$ cat src/verilog/aac_pkg.sv
package aac_pkg;
   // register offsets
   localparam logic [7:0] ADDR_POWER_CTRL  = 8'h02;
   localparam logic [7:0] ADDR_FUNC_MODE   = 8'h03;
   localparam logic [7:0] ADDR_INPUT_SEL   = 8'h04;
   localparam logic [7:0] ADDR_MCLK_RATIO  = 8'h05;
   localparam logic [7:0] ADDR_GAIN_B      = 8'h07;
   localparam logic [7:0] ADDR_GAIN_A      = 8'h08;
   localparam logic [7:0] ADDR_STATUS      = 8'h09;
   // field positions
   localparam int POS_PDN      = 0;
   localparam int POS_HPF_ON   = 0;
   localparam int POS_HOLD     = 1;
   localparam int POS_MASTER   = 5;
   localparam int POS_SPEED_LO = 6;
   localparam int POS_AUX      = 6;
   // input select codes
   localparam logic [2:0] SEL_MIC4  = 3'h0;
   localparam logic [2:0] SEL_LINE1 = 3'h1;
   localparam logic [2:0] SEL_LINE4 = 3'h4;
   localparam logic [2:0] SEL_LINE6 = 3'h6;
   localparam logic [2:0] MUX_IN1   = 3'h0;
   localparam logic [2:0] MUX_IN4   = 3'h3;
   // gain limits in half-dB steps
   localparam logic signed [7:0] GAIN_MAX  = 8'sh18;
   localparam logic signed [7:0] GAIN_MIN  = -8'sh18;
   localparam logic [7:0]        GAIN_UNITY = 8'h00;
   // speed modes
   localparam logic [1:0] SPD_SINGLE = 2'h0;
   localparam logic [1:0] SPD_DOUBLE = 2'h1;
   localparam logic [1:0] SPD_QUAD   = 2'h2;
   // master clock per frame, single speed, by ratio code
   localparam logic [10:0] RATIO_256  = 11'h100;
   localparam logic [10:0] RATIO_384  = 11'h180;
   localparam logic [10:0] RATIO_512  = 11'h200;
   localparam logic [10:0] RATIO_768  = 11'h300;
   localparam logic [10:0] RATIO_1024 = 11'h400;
   localparam int BITS_PER_FRAME_LOG2 = 6;
   localparam logic [4:0] BIT_PERIOD_MIN = 5'h02;
   localparam logic [4:0] HALF_FRAME_LAST = 5'h1F;
   // timing
   localparam int CLK_MHZ       = 40;
   localparam int REF_RAMP_US   = 1000;
   localparam int REF_RAMP_CYC  = REF_RAMP_US * CLK_MHZ;
   localparam int SAMPLE_W      = 24;
   localparam int HPF_SHIFT     = 10;
   localparam int NUM_CH        = 2;

   typedef enum logic [1:0] {ST_LOWPOWER, ST_RAMP, ST_RUN} aac_mode_t;

   typedef struct packed {
      logic                                power_down_bit;
      logic [1:0]                          speed;
      logic                                master;
      logic                                hold;
      logic                                hpfOn;
      logic [2:0]                          inSel;
      logic                                auxSel;
      logic [2:0]                          ratio;
      logic [7:0]                          gainB;
      logic [7:0]                          gainA;
      aac_mode_t                           mode;
      logic                                lowPower;
      logic                                mute;
      logic [19:0]                         rampCnt;
      logic [4:0]                          divCnt;
      logic [4:0]                          bitCnt;
      logic                                bitClk;
      logic                                frameClk;
      logic                                modClk;
      logic                                frameInPrev;
      logic [2:0]                          muxSel;
      logic                                micEn;
      logic                                auxEn;
      logic [7:0]                          appGainA;
      logic [7:0]                          appGainB;
      logic [NUM_CH-1:0][SAMPLE_W-1:0]     offset;
      logic [NUM_CH-1:0][SAMPLE_W-1:0]     sampOut;
      logic                                sampValid;
      logic [7:0]                          rdData;
   } aac_state_t;
endpackage

$ cat src/verilog/aac_top.sv
`timescale 1ns/100ps
`default_nettype none
module aac_top
   import aac_pkg::*;
#(
   parameter int RAMP_CYCLES = REF_RAMP_CYC
) (
   input  wire logic                            core_clk,
   input  wire logic                            srst,
   input  wire logic                            regWrEn,
   input  wire logic                            regRdEn,
   input  wire logic [7:0]                      regAddr,
   input  wire logic [7:0]                      regWrData,
   output var  logic [7:0]                      regRdData,
   input  wire logic                            frameClkIn,
   input  wire logic                            bitClkIn,
   output var  logic                            frameClkOut,
   output var  logic                            frameClkOe,
   output var  logic                            bitClkOut,
   output var  logic                            bitClkOe,
   output var  logic                            modClk,
   input  wire logic                            decValid,
   input  wire logic [NUM_CH-1:0][SAMPLE_W-1:0] decIn,
   output var  logic [NUM_CH-1:0][SAMPLE_W-1:0] sampleOut,
   output var  logic                            sampleValid,
   output var  logic                            serialMute,
   output var  logic                            lowPower,
   output var  logic [2:0]                      inputMux,
   output var  logic                            micGainEn,
   output var  logic                            auxOutEn,
   output var  logic [7:0]                      gainAOut,
   output var  logic [7:0]                      gainBOut
);
   aac_state_t st_reg;
   aac_state_t st_next;
   logic [NUM_CH-1:0][SAMPLE_W-1:0] offNext;
   logic [NUM_CH-1:0][SAMPLE_W-1:0] outNext;
   logic [10:0] mclkPerFs;
   logic [4:0]  bitPeriod;
   logic        boundary;
   logic        masterTick;

   // clamp a written gain code into the supported span
   function automatic logic [7:0] clampGain(input logic [7:0] g);
      logic signed [7:0] s;
      s = $signed(g);
      if (s > GAIN_MAX) begin
         clampGain = GAIN_MAX;
      end else if (s < GAIN_MIN) begin
         clampGain = GAIN_MIN;
      end else begin
         clampGain = g;
      end
   endfunction

   // per-channel offset tracking and subtraction
   for (genvar ch = 0; ch < NUM_CH; ch++) begin : g_hpf
      logic signed [SAMPLE_W:0] diff;
      logic signed [SAMPLE_W:0] step;
      logic signed [SAMPLE_W:0] corr;
      logic                     subtract;
      assign diff = $signed({decIn[ch][SAMPLE_W-1], decIn[ch]})
                  - $signed({st_reg.offset[ch][SAMPLE_W-1], st_reg.offset[ch]});
      assign step = diff >>> HPF_SHIFT;
      // estimate moves a fraction of the error per sample; frozen while held
      assign offNext[ch] = st_reg.hold ? st_reg.offset[ch]
                         : SAMPLE_W'(st_reg.offset[ch] + step[SAMPLE_W-1:0]);
      // a held offset keeps being subtracted even with tracking off
      assign subtract = st_reg.hpfOn | st_reg.hold;
      assign corr = subtract ? diff : $signed({decIn[ch][SAMPLE_W-1], decIn[ch]});
      // saturate instead of wrapping so a large offset cannot flip sign
      assign outNext[ch] = (corr[SAMPLE_W] != corr[SAMPLE_W-1])
                         ? {corr[SAMPLE_W], {(SAMPLE_W-1){~corr[SAMPLE_W]}}}
                         : corr[SAMPLE_W-1:0];
   end

   // divider choice from ratio code and speed mode
   always_comb begin
      case (st_reg.ratio)
         3'h0:    mclkPerFs = RATIO_256;
         3'h1:    mclkPerFs = RATIO_384;
         3'h2:    mclkPerFs = RATIO_512;
         3'h3:    mclkPerFs = RATIO_768;
         3'h4:    mclkPerFs = RATIO_1024;
         default: mclkPerFs = RATIO_256;
      endcase
      case (st_reg.speed)
         SPD_SINGLE: mclkPerFs = mclkPerFs;
         SPD_DOUBLE: mclkPerFs = mclkPerFs >> 1;
         default:    mclkPerFs = mclkPerFs >> 2;
      endcase
      // bit clock is 64 per frame; a flop cannot toggle faster than half rate
      bitPeriod = 5'(mclkPerFs >> BITS_PER_FRAME_LOG2);
      if (bitPeriod < BIT_PERIOD_MIN) begin
         bitPeriod = BIT_PERIOD_MIN;
      end
   end

   // sample boundary: own frame rise as master, sampled input rise as slave
   assign masterTick = (st_reg.divCnt == bitPeriod - 5'h01);
   assign boundary = st_reg.master
                   ? (masterTick && st_reg.bitCnt == HALF_FRAME_LAST && !st_reg.frameClk)
                   : (frameClkIn && !st_reg.frameInPrev);

   // next-state logic for the whole block
   always_comb begin
      st_next = st_reg;
      st_next.frameInPrev = frameClkIn;
      st_next.rdData = 8'h00;
      st_next.sampValid = 1'b0;
      // register writes; power-down and config accepted in any state
      if (regWrEn) begin
         case (regAddr)
            ADDR_POWER_CTRL: st_next.power_down_bit = regWrData[POS_PDN];
            ADDR_FUNC_MODE: begin
               st_next.speed  = regWrData[POS_SPEED_LO+1:POS_SPEED_LO];
               st_next.master = regWrData[POS_MASTER];
               st_next.hold   = regWrData[POS_HOLD];
               st_next.hpfOn  = regWrData[POS_HPF_ON];
            end
            ADDR_INPUT_SEL:  st_next.inSel = regWrData[2:0];
            ADDR_MCLK_RATIO: begin
               st_next.auxSel = regWrData[POS_AUX];
               st_next.ratio  = regWrData[2:0];
            end
            ADDR_GAIN_B:     st_next.gainB = clampGain(regWrData);
            ADDR_GAIN_A:     st_next.gainA = clampGain(regWrData);
            default: ;
         endcase
      end
      // register reads, answered one cycle later; unmapped reads give zero
      if (regRdEn) begin
         case (regAddr)
            ADDR_POWER_CTRL: st_next.rdData = {7'h00, st_reg.power_down_bit};
            ADDR_FUNC_MODE:  st_next.rdData = {st_reg.speed, st_reg.master, 3'h0, st_reg.hold, st_reg.hpfOn};
            ADDR_INPUT_SEL:  st_next.rdData = {5'h00, st_reg.inSel};
            ADDR_MCLK_RATIO: st_next.rdData = {1'b0, st_reg.auxSel, 3'h0, st_reg.ratio};
            ADDR_GAIN_B:     st_next.rdData = st_reg.gainB;
            ADDR_GAIN_A:     st_next.rdData = st_reg.gainA;
            ADDR_STATUS:     st_next.rdData = {6'h00, st_reg.mode};
            default:         st_next.rdData = 8'h00;
         endcase
      end
      // power sequencing
      case (st_reg.mode)
         ST_LOWPOWER: begin
            if (!st_reg.power_down_bit) begin
               st_next.mode = ST_RAMP;
               st_next.rampCnt = 20'h00000;
            end
         end
         ST_RAMP: begin
            st_next.rampCnt = st_reg.rampCnt + 20'h00001;
            if (st_reg.power_down_bit) begin
               st_next.mode = ST_LOWPOWER;
            end else if (st_reg.rampCnt == 20'(RAMP_CYCLES - 1)) begin
               st_next.mode = ST_RUN;
            end
         end
         ST_RUN: begin
            if (st_reg.power_down_bit) begin
               st_next.mode = ST_LOWPOWER;
            end
         end
         default: st_next.mode = ST_LOWPOWER;
      endcase
      st_next.lowPower = (st_next.mode == ST_LOWPOWER);
      st_next.mute = (st_next.mode != ST_RUN);
      // clocks stop with the next state, so no clock flop stays high in the first low-power cycle
      if (st_next.lowPower) begin
         st_next.modClk = 1'b0;
         st_next.divCnt = 5'h00;
         st_next.bitCnt = 5'h00;
         st_next.bitClk = 1'b0;
         st_next.frameClk = 1'b0;
      end else begin
         st_next.modClk = ~st_reg.modClk; // half master clock
         // frame clock toggles every 32 bit clocks: 64 bit clocks per frame
         st_next.divCnt = masterTick ? 5'h00 : st_reg.divCnt + 5'h01;
         st_next.bitClk = (st_next.divCnt < (bitPeriod >> 1));
         if (masterTick) begin
            st_next.bitCnt = st_reg.bitCnt + 5'h01;
            if (st_reg.bitCnt == HALF_FRAME_LAST) begin
               st_next.frameClk = ~st_reg.frameClk;
            end
         end
      end
      // gain codes move to the analog stage only at a frame boundary
      if (boundary) begin
         st_next.appGainA = st_reg.gainA;
         st_next.appGainB = st_reg.gainB;
      end
      // mux routing: mic gain only ever on pair four
      if (st_reg.inSel == SEL_MIC4) begin
         st_next.muxSel = MUX_IN4;
         st_next.micEn = 1'b1;
      end else if (st_reg.inSel <= SEL_LINE6) begin
         st_next.muxSel = st_reg.inSel - 3'h1;
         st_next.micEn = 1'b0;
      end else begin
         st_next.muxSel = MUX_IN1;
         st_next.micEn = 1'b0;
      end
      st_next.auxEn = st_reg.auxSel & ~st_reg.lowPower;
      // decimated samples; zeroed while muted
      if (decValid && !st_reg.lowPower) begin
         st_next.sampValid = 1'b1;
         if (st_reg.hpfOn && !st_reg.hold) begin
            st_next.offset = offNext;
         end
         st_next.sampOut = st_reg.mute ? '0 : outNext;
      end
   end

   // state register; reset returns every default
   always_ff @(posedge core_clk) begin
      if (srst) begin
         st_reg <= '0;
         st_reg.power_down_bit <= 1'b1;
         st_reg.hpfOn <= 1'b1;
         st_reg.inSel <= SEL_LINE1;
         st_reg.gainA <= GAIN_UNITY;
         st_reg.gainB <= GAIN_UNITY;
         st_reg.appGainA <= GAIN_UNITY;
         st_reg.appGainB <= GAIN_UNITY;
         st_reg.muxSel <= MUX_IN1;
         st_reg.mode <= ST_LOWPOWER;
         st_reg.lowPower <= 1'b1;
         st_reg.mute <= 1'b1;
      end else begin
         st_reg <= st_next;
      end
   end

   // outputs straight from the state flops
   assign regRdData   = st_reg.rdData;
   assign frameClkOut = st_reg.frameClk;
   assign frameClkOe  = st_reg.master;
   assign bitClkOut   = st_reg.bitClk;
   assign bitClkOe    = st_reg.master;
   assign modClk      = st_reg.modClk;
   assign sampleOut   = st_reg.sampOut;
   assign sampleValid = st_reg.sampValid;
   assign serialMute  = st_reg.mute;
   assign lowPower    = st_reg.lowPower;
   assign inputMux    = st_reg.muxSel;
   assign micGainEn   = st_reg.micEn;
   assign auxOutEn    = st_reg.auxEn;
   assign gainAOut    = st_reg.appGainA;
   assign gainBOut    = st_reg.appGainB;
endmodule
`default_nettype wire

$ cat config.mk
export PLATFORM = sky130hd
export DESIGN_NAME = aac_top
export DESIGN_NICKNAME = d
export VERILOG_FILES = /design/src/verilog/aac_pkg.sv /design/src/verilog/aac_top.sv
export SDC_FILE = /design/constraint.sdc
export NUM_CORES = 1
export LEC_CHECK = 0
export BUFFER_PORTS_ARGS = -buffer_cell sky130_fd_sc_hd__buf_2
export CAP_MARGIN = 25
export CORE_AREA = 2 2 175 177
export CTS_CLUSTER_SIZE = 10
export DETAILED_ROUTE_END_ITERATION = 12
export DIE_AREA = 0 0 177 179
export PLACE_DENSITY = 0.75
export SLEW_MARGIN = 10
export SYNTH_ARGS = -nofsm -noshare
export SYNTH_HDL_FRONTEND = slang
export SYNTH_SLANG_ARGS = --single-unit
$ cat constraint.sdc
create_clock -name core_clk -period 7.65 [get_ports core_clk]
set_clock_uncertainty 0.2 [all_clocks]
set_input_delay 1.53 -clock core_clk [delete_from_list [all_inputs] [get_ports core_clk]]
set_output_delay 1.53 -clock core_clk [all_outputs]
set_load 0.05 [all_outputs]
# Word level (Yosys, flattened, before mapping)
# Index checks and enable logic that the tools add are counted.
# word_totals
latch_bits,0
rom_bits,0
regBits,193
ramBits,0
output_inout_bits,85
n_memories,0
# classes
div,0
n_shift,0
magnitude_cmp,5
multipliers,0
bitwise_logic,10
reduce_logical,26
addsub,9
muxes,23
eq_ne,21
# ops
op,n
one-hot mux 8 bit (7 select lines),1
two-way mux 25 bit,2
subtractor 24 x 24 -> 25 bit,2
adder 24 bit,2
two-way mux 24 bit,2
two-way mux 48 bit,1
one-hot mux 11 bit (4 select lines),1
one-hot mux 20 bit (2 select lines),1
equality test 8 x 3 -> 1 bit (second input constant),3
one-hot mux 11 bit (2 select lines),1
adder 20 x 1 -> 20 bit (second input constant),1
equality test 20 x 16 -> 1 bit (second input constant),1
two-way mux 20 bit,1
equality test 8 x 2 -> 1 bit (second input constant),2
equality test 8 x 4 -> 1 bit (second input constant),2
two-way mux 8 bit,2
AND reduction 2 bit,8
adder 5 x 1 -> 5 bit (second input constant),2
two-way mux 5 bit,2
> comparator 8 x 6 -> 1 bit (second input constant),1
less-than comparator 8 x 6 -> 1 bit (second input constant),1
two-way mux 2 bit,4
inverter 1 bit,8
equality test 3 x 2 -> 1 bit (second input constant),2
other kinds (26),41

# Depth between registers and ports, before layout
# depth
word_depth,10
mapped_depth,23
depth_no_buf,23

# Worst setup path after synthesis
# OpenSTA, ideal clock, no wires.
# synth_path
path_kind,input port to flip-flop
from,in decIn[24] (netlist name)
to,reg st_reg[104] (netlist name)
required_time_ns,7.329
arrival_time_ns,5.842
setup_slack_ns,1.487
path_stages,23
path_cell_list,inv_1 > ha_1 > inv_1 > fa_1 > a211oi_1 > nor2_1 > o211ai_1 > o2bb2ai_1 > o21ai_0 > a221oi_1 > o21bai_1 > xor2_1 > ha_1 > a21o_1 > a21o_1 > a21oi_1 > o311ai_1 > o21ai_1 > o21ai_1 > a31oi_1 > nor3b_1 > or3_1 > mux2_2
# synth_via
elab_chain_cells,2
# synth_lines
item,line_no,rtl
start: declaration,aac_top.sv:23,"input wire logic [NUM_CH-1:0][SAMPLE_W-1:0] decIn,"
subtractor 24 x 24 -> 25 bit,aac_top.sv:63,"- $signed({st_reg.offset[ch][SAMPLE_W-1], st_reg.offset[ch]});"
adder 24 bit,aac_top.sv:67,: SAMPLE_W'(st_reg.offset[ch] + step[SAMPLE_W-1:0]);
end signal: assignment,aac_top.sv:231,st_reg <= st_next;
end: declaration,aac_top.sv:34,aac_state_t st_reg;
# Every way passes these cells.
# A chain may end at the register's enable or synchronous reset.

# Worst setup path after layout
# Ends and elaborated chain as after synthesis.

==> results.toml <==
[drt]
dr.pass1.iters = 6
drc = 0
drt-total-wl_mm = 32.69
vias_per_cell = 5.549
drtAntennaViolNets = 0
vias = 11860
first_iter_violations = 660
wl_per_cell_um = 15.30

[power_and_ir_drop]
p_leak_nw = 5.878
vdd_drop_max_mv = 0.1603
power-per-cell-area_nw_per_um2 = 159.2

[die]
initial_utilization_pct = 44.08
dieArea_sq_um = 31680
die_w_um = 177
rows = 64
io_pins = 156
core-area_sq_um = 30030
fp.dieH_um = 179

[final_layout]
largest_register_ffs = 109
area_growth_pct = 8.102
final_cell_mix = "nand2_1 (211), dfxtp_1 (193), a21oi_1 (158)"
layout.nets = 1908
mostFrequentLayoutCell = "nand2_1"
drive_above_1_share_pct = 13.28

[timing]
fin_crit_sh_pct = 87.47
tightest_slew_ps = 1046
hold_viol = 0
final.setup.tns_ps = 0
fmax_ghz = 0.1494
final-max-slew-violation-count = 0
relSlewSlack_pct = 30.28
timing.final.ws_setup_ps = 958.5
setup_violations = 0
fin_crit_ps = 6692
rsz0062_at_grt = "no"

[yosys]
synth_edf_count = 0
synth_nets = 1873
netlist_area_sq_um = 13240
synthMuxAreaShare_pct = 1.796
synth_cell_types = 81
yosys_warnings = 0
yosysTopAreaCell = "dfxtp_1"
synthTopCellsByArea = "dfxtp_1 (29%), ha_1 (10%), nand2_1 (6.0%), a21oi_1 (6.0%), buf_4 (4.6%)"
synth_top_area_share_pct = 29.19
synth_top_family_by_area = "compound AO/OA/AOI/OAI gates"
syn_inst = 1692
synth_ff_type = "dfxtp_1"
yosys.area_share.xor_xnor_pct = 5.890
avgSynthCellArea_sq_um = 7.822
synthArstFlopShare_pct = 0
yosys.area_share.simple_pct = 20.69
ys_ff_latch = 193
synth_compound_area_share_pct = 23.10
synthAdderAreaFrac_pct = 10.63
ys_seq_area_share_pct = 29.19

[placed_design]
dp_slack_ps = 649.2
portBuffers = 154
dp_hpwl_mm = 24.00
gp_congestion = 0.9140

[grt]
grt-ovfl-total = 0
grt_use_total_pct = 20.32
grt_pass1_vias = 10950
grt_max_degree = 85
antenna_found_initial = 1
grt_pass1_wl_mm = 52.63

[cts]
post_cts_resize_count = 0
root_buffer = "clkbuf_16"
post_cts_buffers = 0
hold_buffers = 0
insertion_delay_ps = 460
clockBufferDepth = 2
cts.sinks = 193
htree_levels = 4
cts_tree = "done"
cts_buffers = 17
clkTransAtPathRegs_ps = 80

[min_path]
hold_depth = 1
min_path_type = "register to register"

[setup_path]
critPathMaxStageDelay_ps = 430
start_kind = "primary input"
worstPathCellList = "buf_2 -> inv_1 -> ha_1 -> inv_1 -> fa_1 -> a211oi_1 -> nor2_1 -> o211ai_1 -> o2bb2ai_1 -> o21ai_0 -> a221oi_1 -> o21bai_1 -> xor2_1 -> ha_1 -> a21o_1 -> a21o_1 -> a21oi_1 -> o311ai_1 -> o21ai_1 -> o21ai_1 -> a31oi_1 -> nor3b_1 -> or3_1 -> mux2_2"
worstSetupEndpointType = "register"
cpMaxStageDelayCell = "fa_1"
critPathArrivalTime_ps = 6830
crit_buf_inv = 3
crit_type = "primary input to register"
crit_path_max_fanout = 5
path_delay_family = "compound AO/OA/AOI/OAI gates"
required_ps = 7790
cp.depth = 24
r2r_cells = 22

[status]
status = "finished, final reports clean"

[flow_run]
cap_violations = 0
-- cell type report --
class | count | area (sq um)
antenna | 1 | 2.502
clock buffer | 17 | 425.4
clock inverter | 15 | 176.4
fill | 2945 | 15720
inverter | 72 | 270.3
multi-input combinational | 1281 | 8235
sequential | 193 | 3864
tap | 396 | 495.5
timing repair buffer | 162 | 838.3
-- metal layers --
layer	part of all wire (%)	track usage (%)	up-vias	wire length, um
li1	-	-	5965	-
met1	45	25.56	5473	14840
met2	47	34.73	363	15260
met3	5.6	3.414	58	1818
met4	2.4	7.679	0	777
met5	0	0	-	0
-- logic make-up after synthesis --
kind of cell,after synthesis
xor gates and xnor gates,89
DFF,193
muxes,23
buffers and inverters,218
and+or+nand+nor,591
AOI/OAI and AO/OA,468
adders and majority gates,110
-- synth_stat cells (5+ instances only) --
cell,number
o211ai_1,11
or2_2,14
nor3b_1,11
a21o_1,46
o21bai_1,12
clkbuf_1,56
nand3_1,51
a221o_1,5
nor3_1,30
dfxtp_1,193
xnor2_1,56
nor2_1,150
nand2b_1,21
buf_4,81
a21oi_1,158
o31ai_1,6
nand3b_1,5
a211o_1,6
inv_1,72
nand2_1,211
and2_1,22
buf_2,5
nand4_1,5
a221oi_1,5
and3_1,20
o21ai_1,39
a211oi_1,41
nor4_1,6
or3_1,13
o21ai_0,55
mux2i_1,20
ha_1,106
xor2_1,33
a22oi_1,9
nor2b_1,17
a31oi_1,10
o21a_1,15
-- final timing paths --
path | startpoint | endpoint | slack, ps
hold / removal | modClk | modClk | 210
setup reg to reg | st_reg[81] | st_reg[104] | 1790
hold reg to reg | modClk | modClk | 210
setup / recovery | decIn[24] | st_reg[104] | 960
-- worst reg2reg max path: stages (launching register included) --
cell and delay (ps):
dfxtp_1 380, ha_1 180, inv_1 50, fa_1 430, a211oi_1 270, nor2_1 130, o211ai_1 230, o2bb2ai_1 190
o21ai_0 330, a221oi_1 430, o21bai_1 130, xor2_1 300, ha_1 370, a21o_1 190, a21o_1 170, a21oi_1 160
o311ai_1 190, o21ai_1 240, o21ai_1 130, a31oi_1 320, nor3b_1 100, or3_1 360, mux2_2 280
-- where the power goes --
group	switching (mW)	internal [mW]	total (mW)
sequential	0.000671	1.00	1.00
combinational	0.206	0.134	0.341
clock	0.485	0.447	0.932
total	0.692	1.59	2.28
-- metrics by stage --
| stage | cells | total power [mW] | utilization (%) | area (sq um) | hold WS (ps) |
|---|---|---|---|---|---|
| 6_report | 2137 | 2.277 | 47.65 | 14310 | 213.3 |
| 5_1_grt | 2137 | 2.372 | 47.65 | 14310 | 245.2 |
| 4_1_cts | 2134 | 2.295 | 47.57 | 14290 | 214.1 |
| 3_5_place_dp | 2102 | 1.362 | 45.57 | 13680 | 202.7 |
| 3_3_place_gp | 2102 | 1.354 | 45.57 | 13680 | 196.5 |
| 2_1_floorplan | 1692 | 1.278 | - | 13240 | 222.8 |
Power figures use the tool's default switching activity.
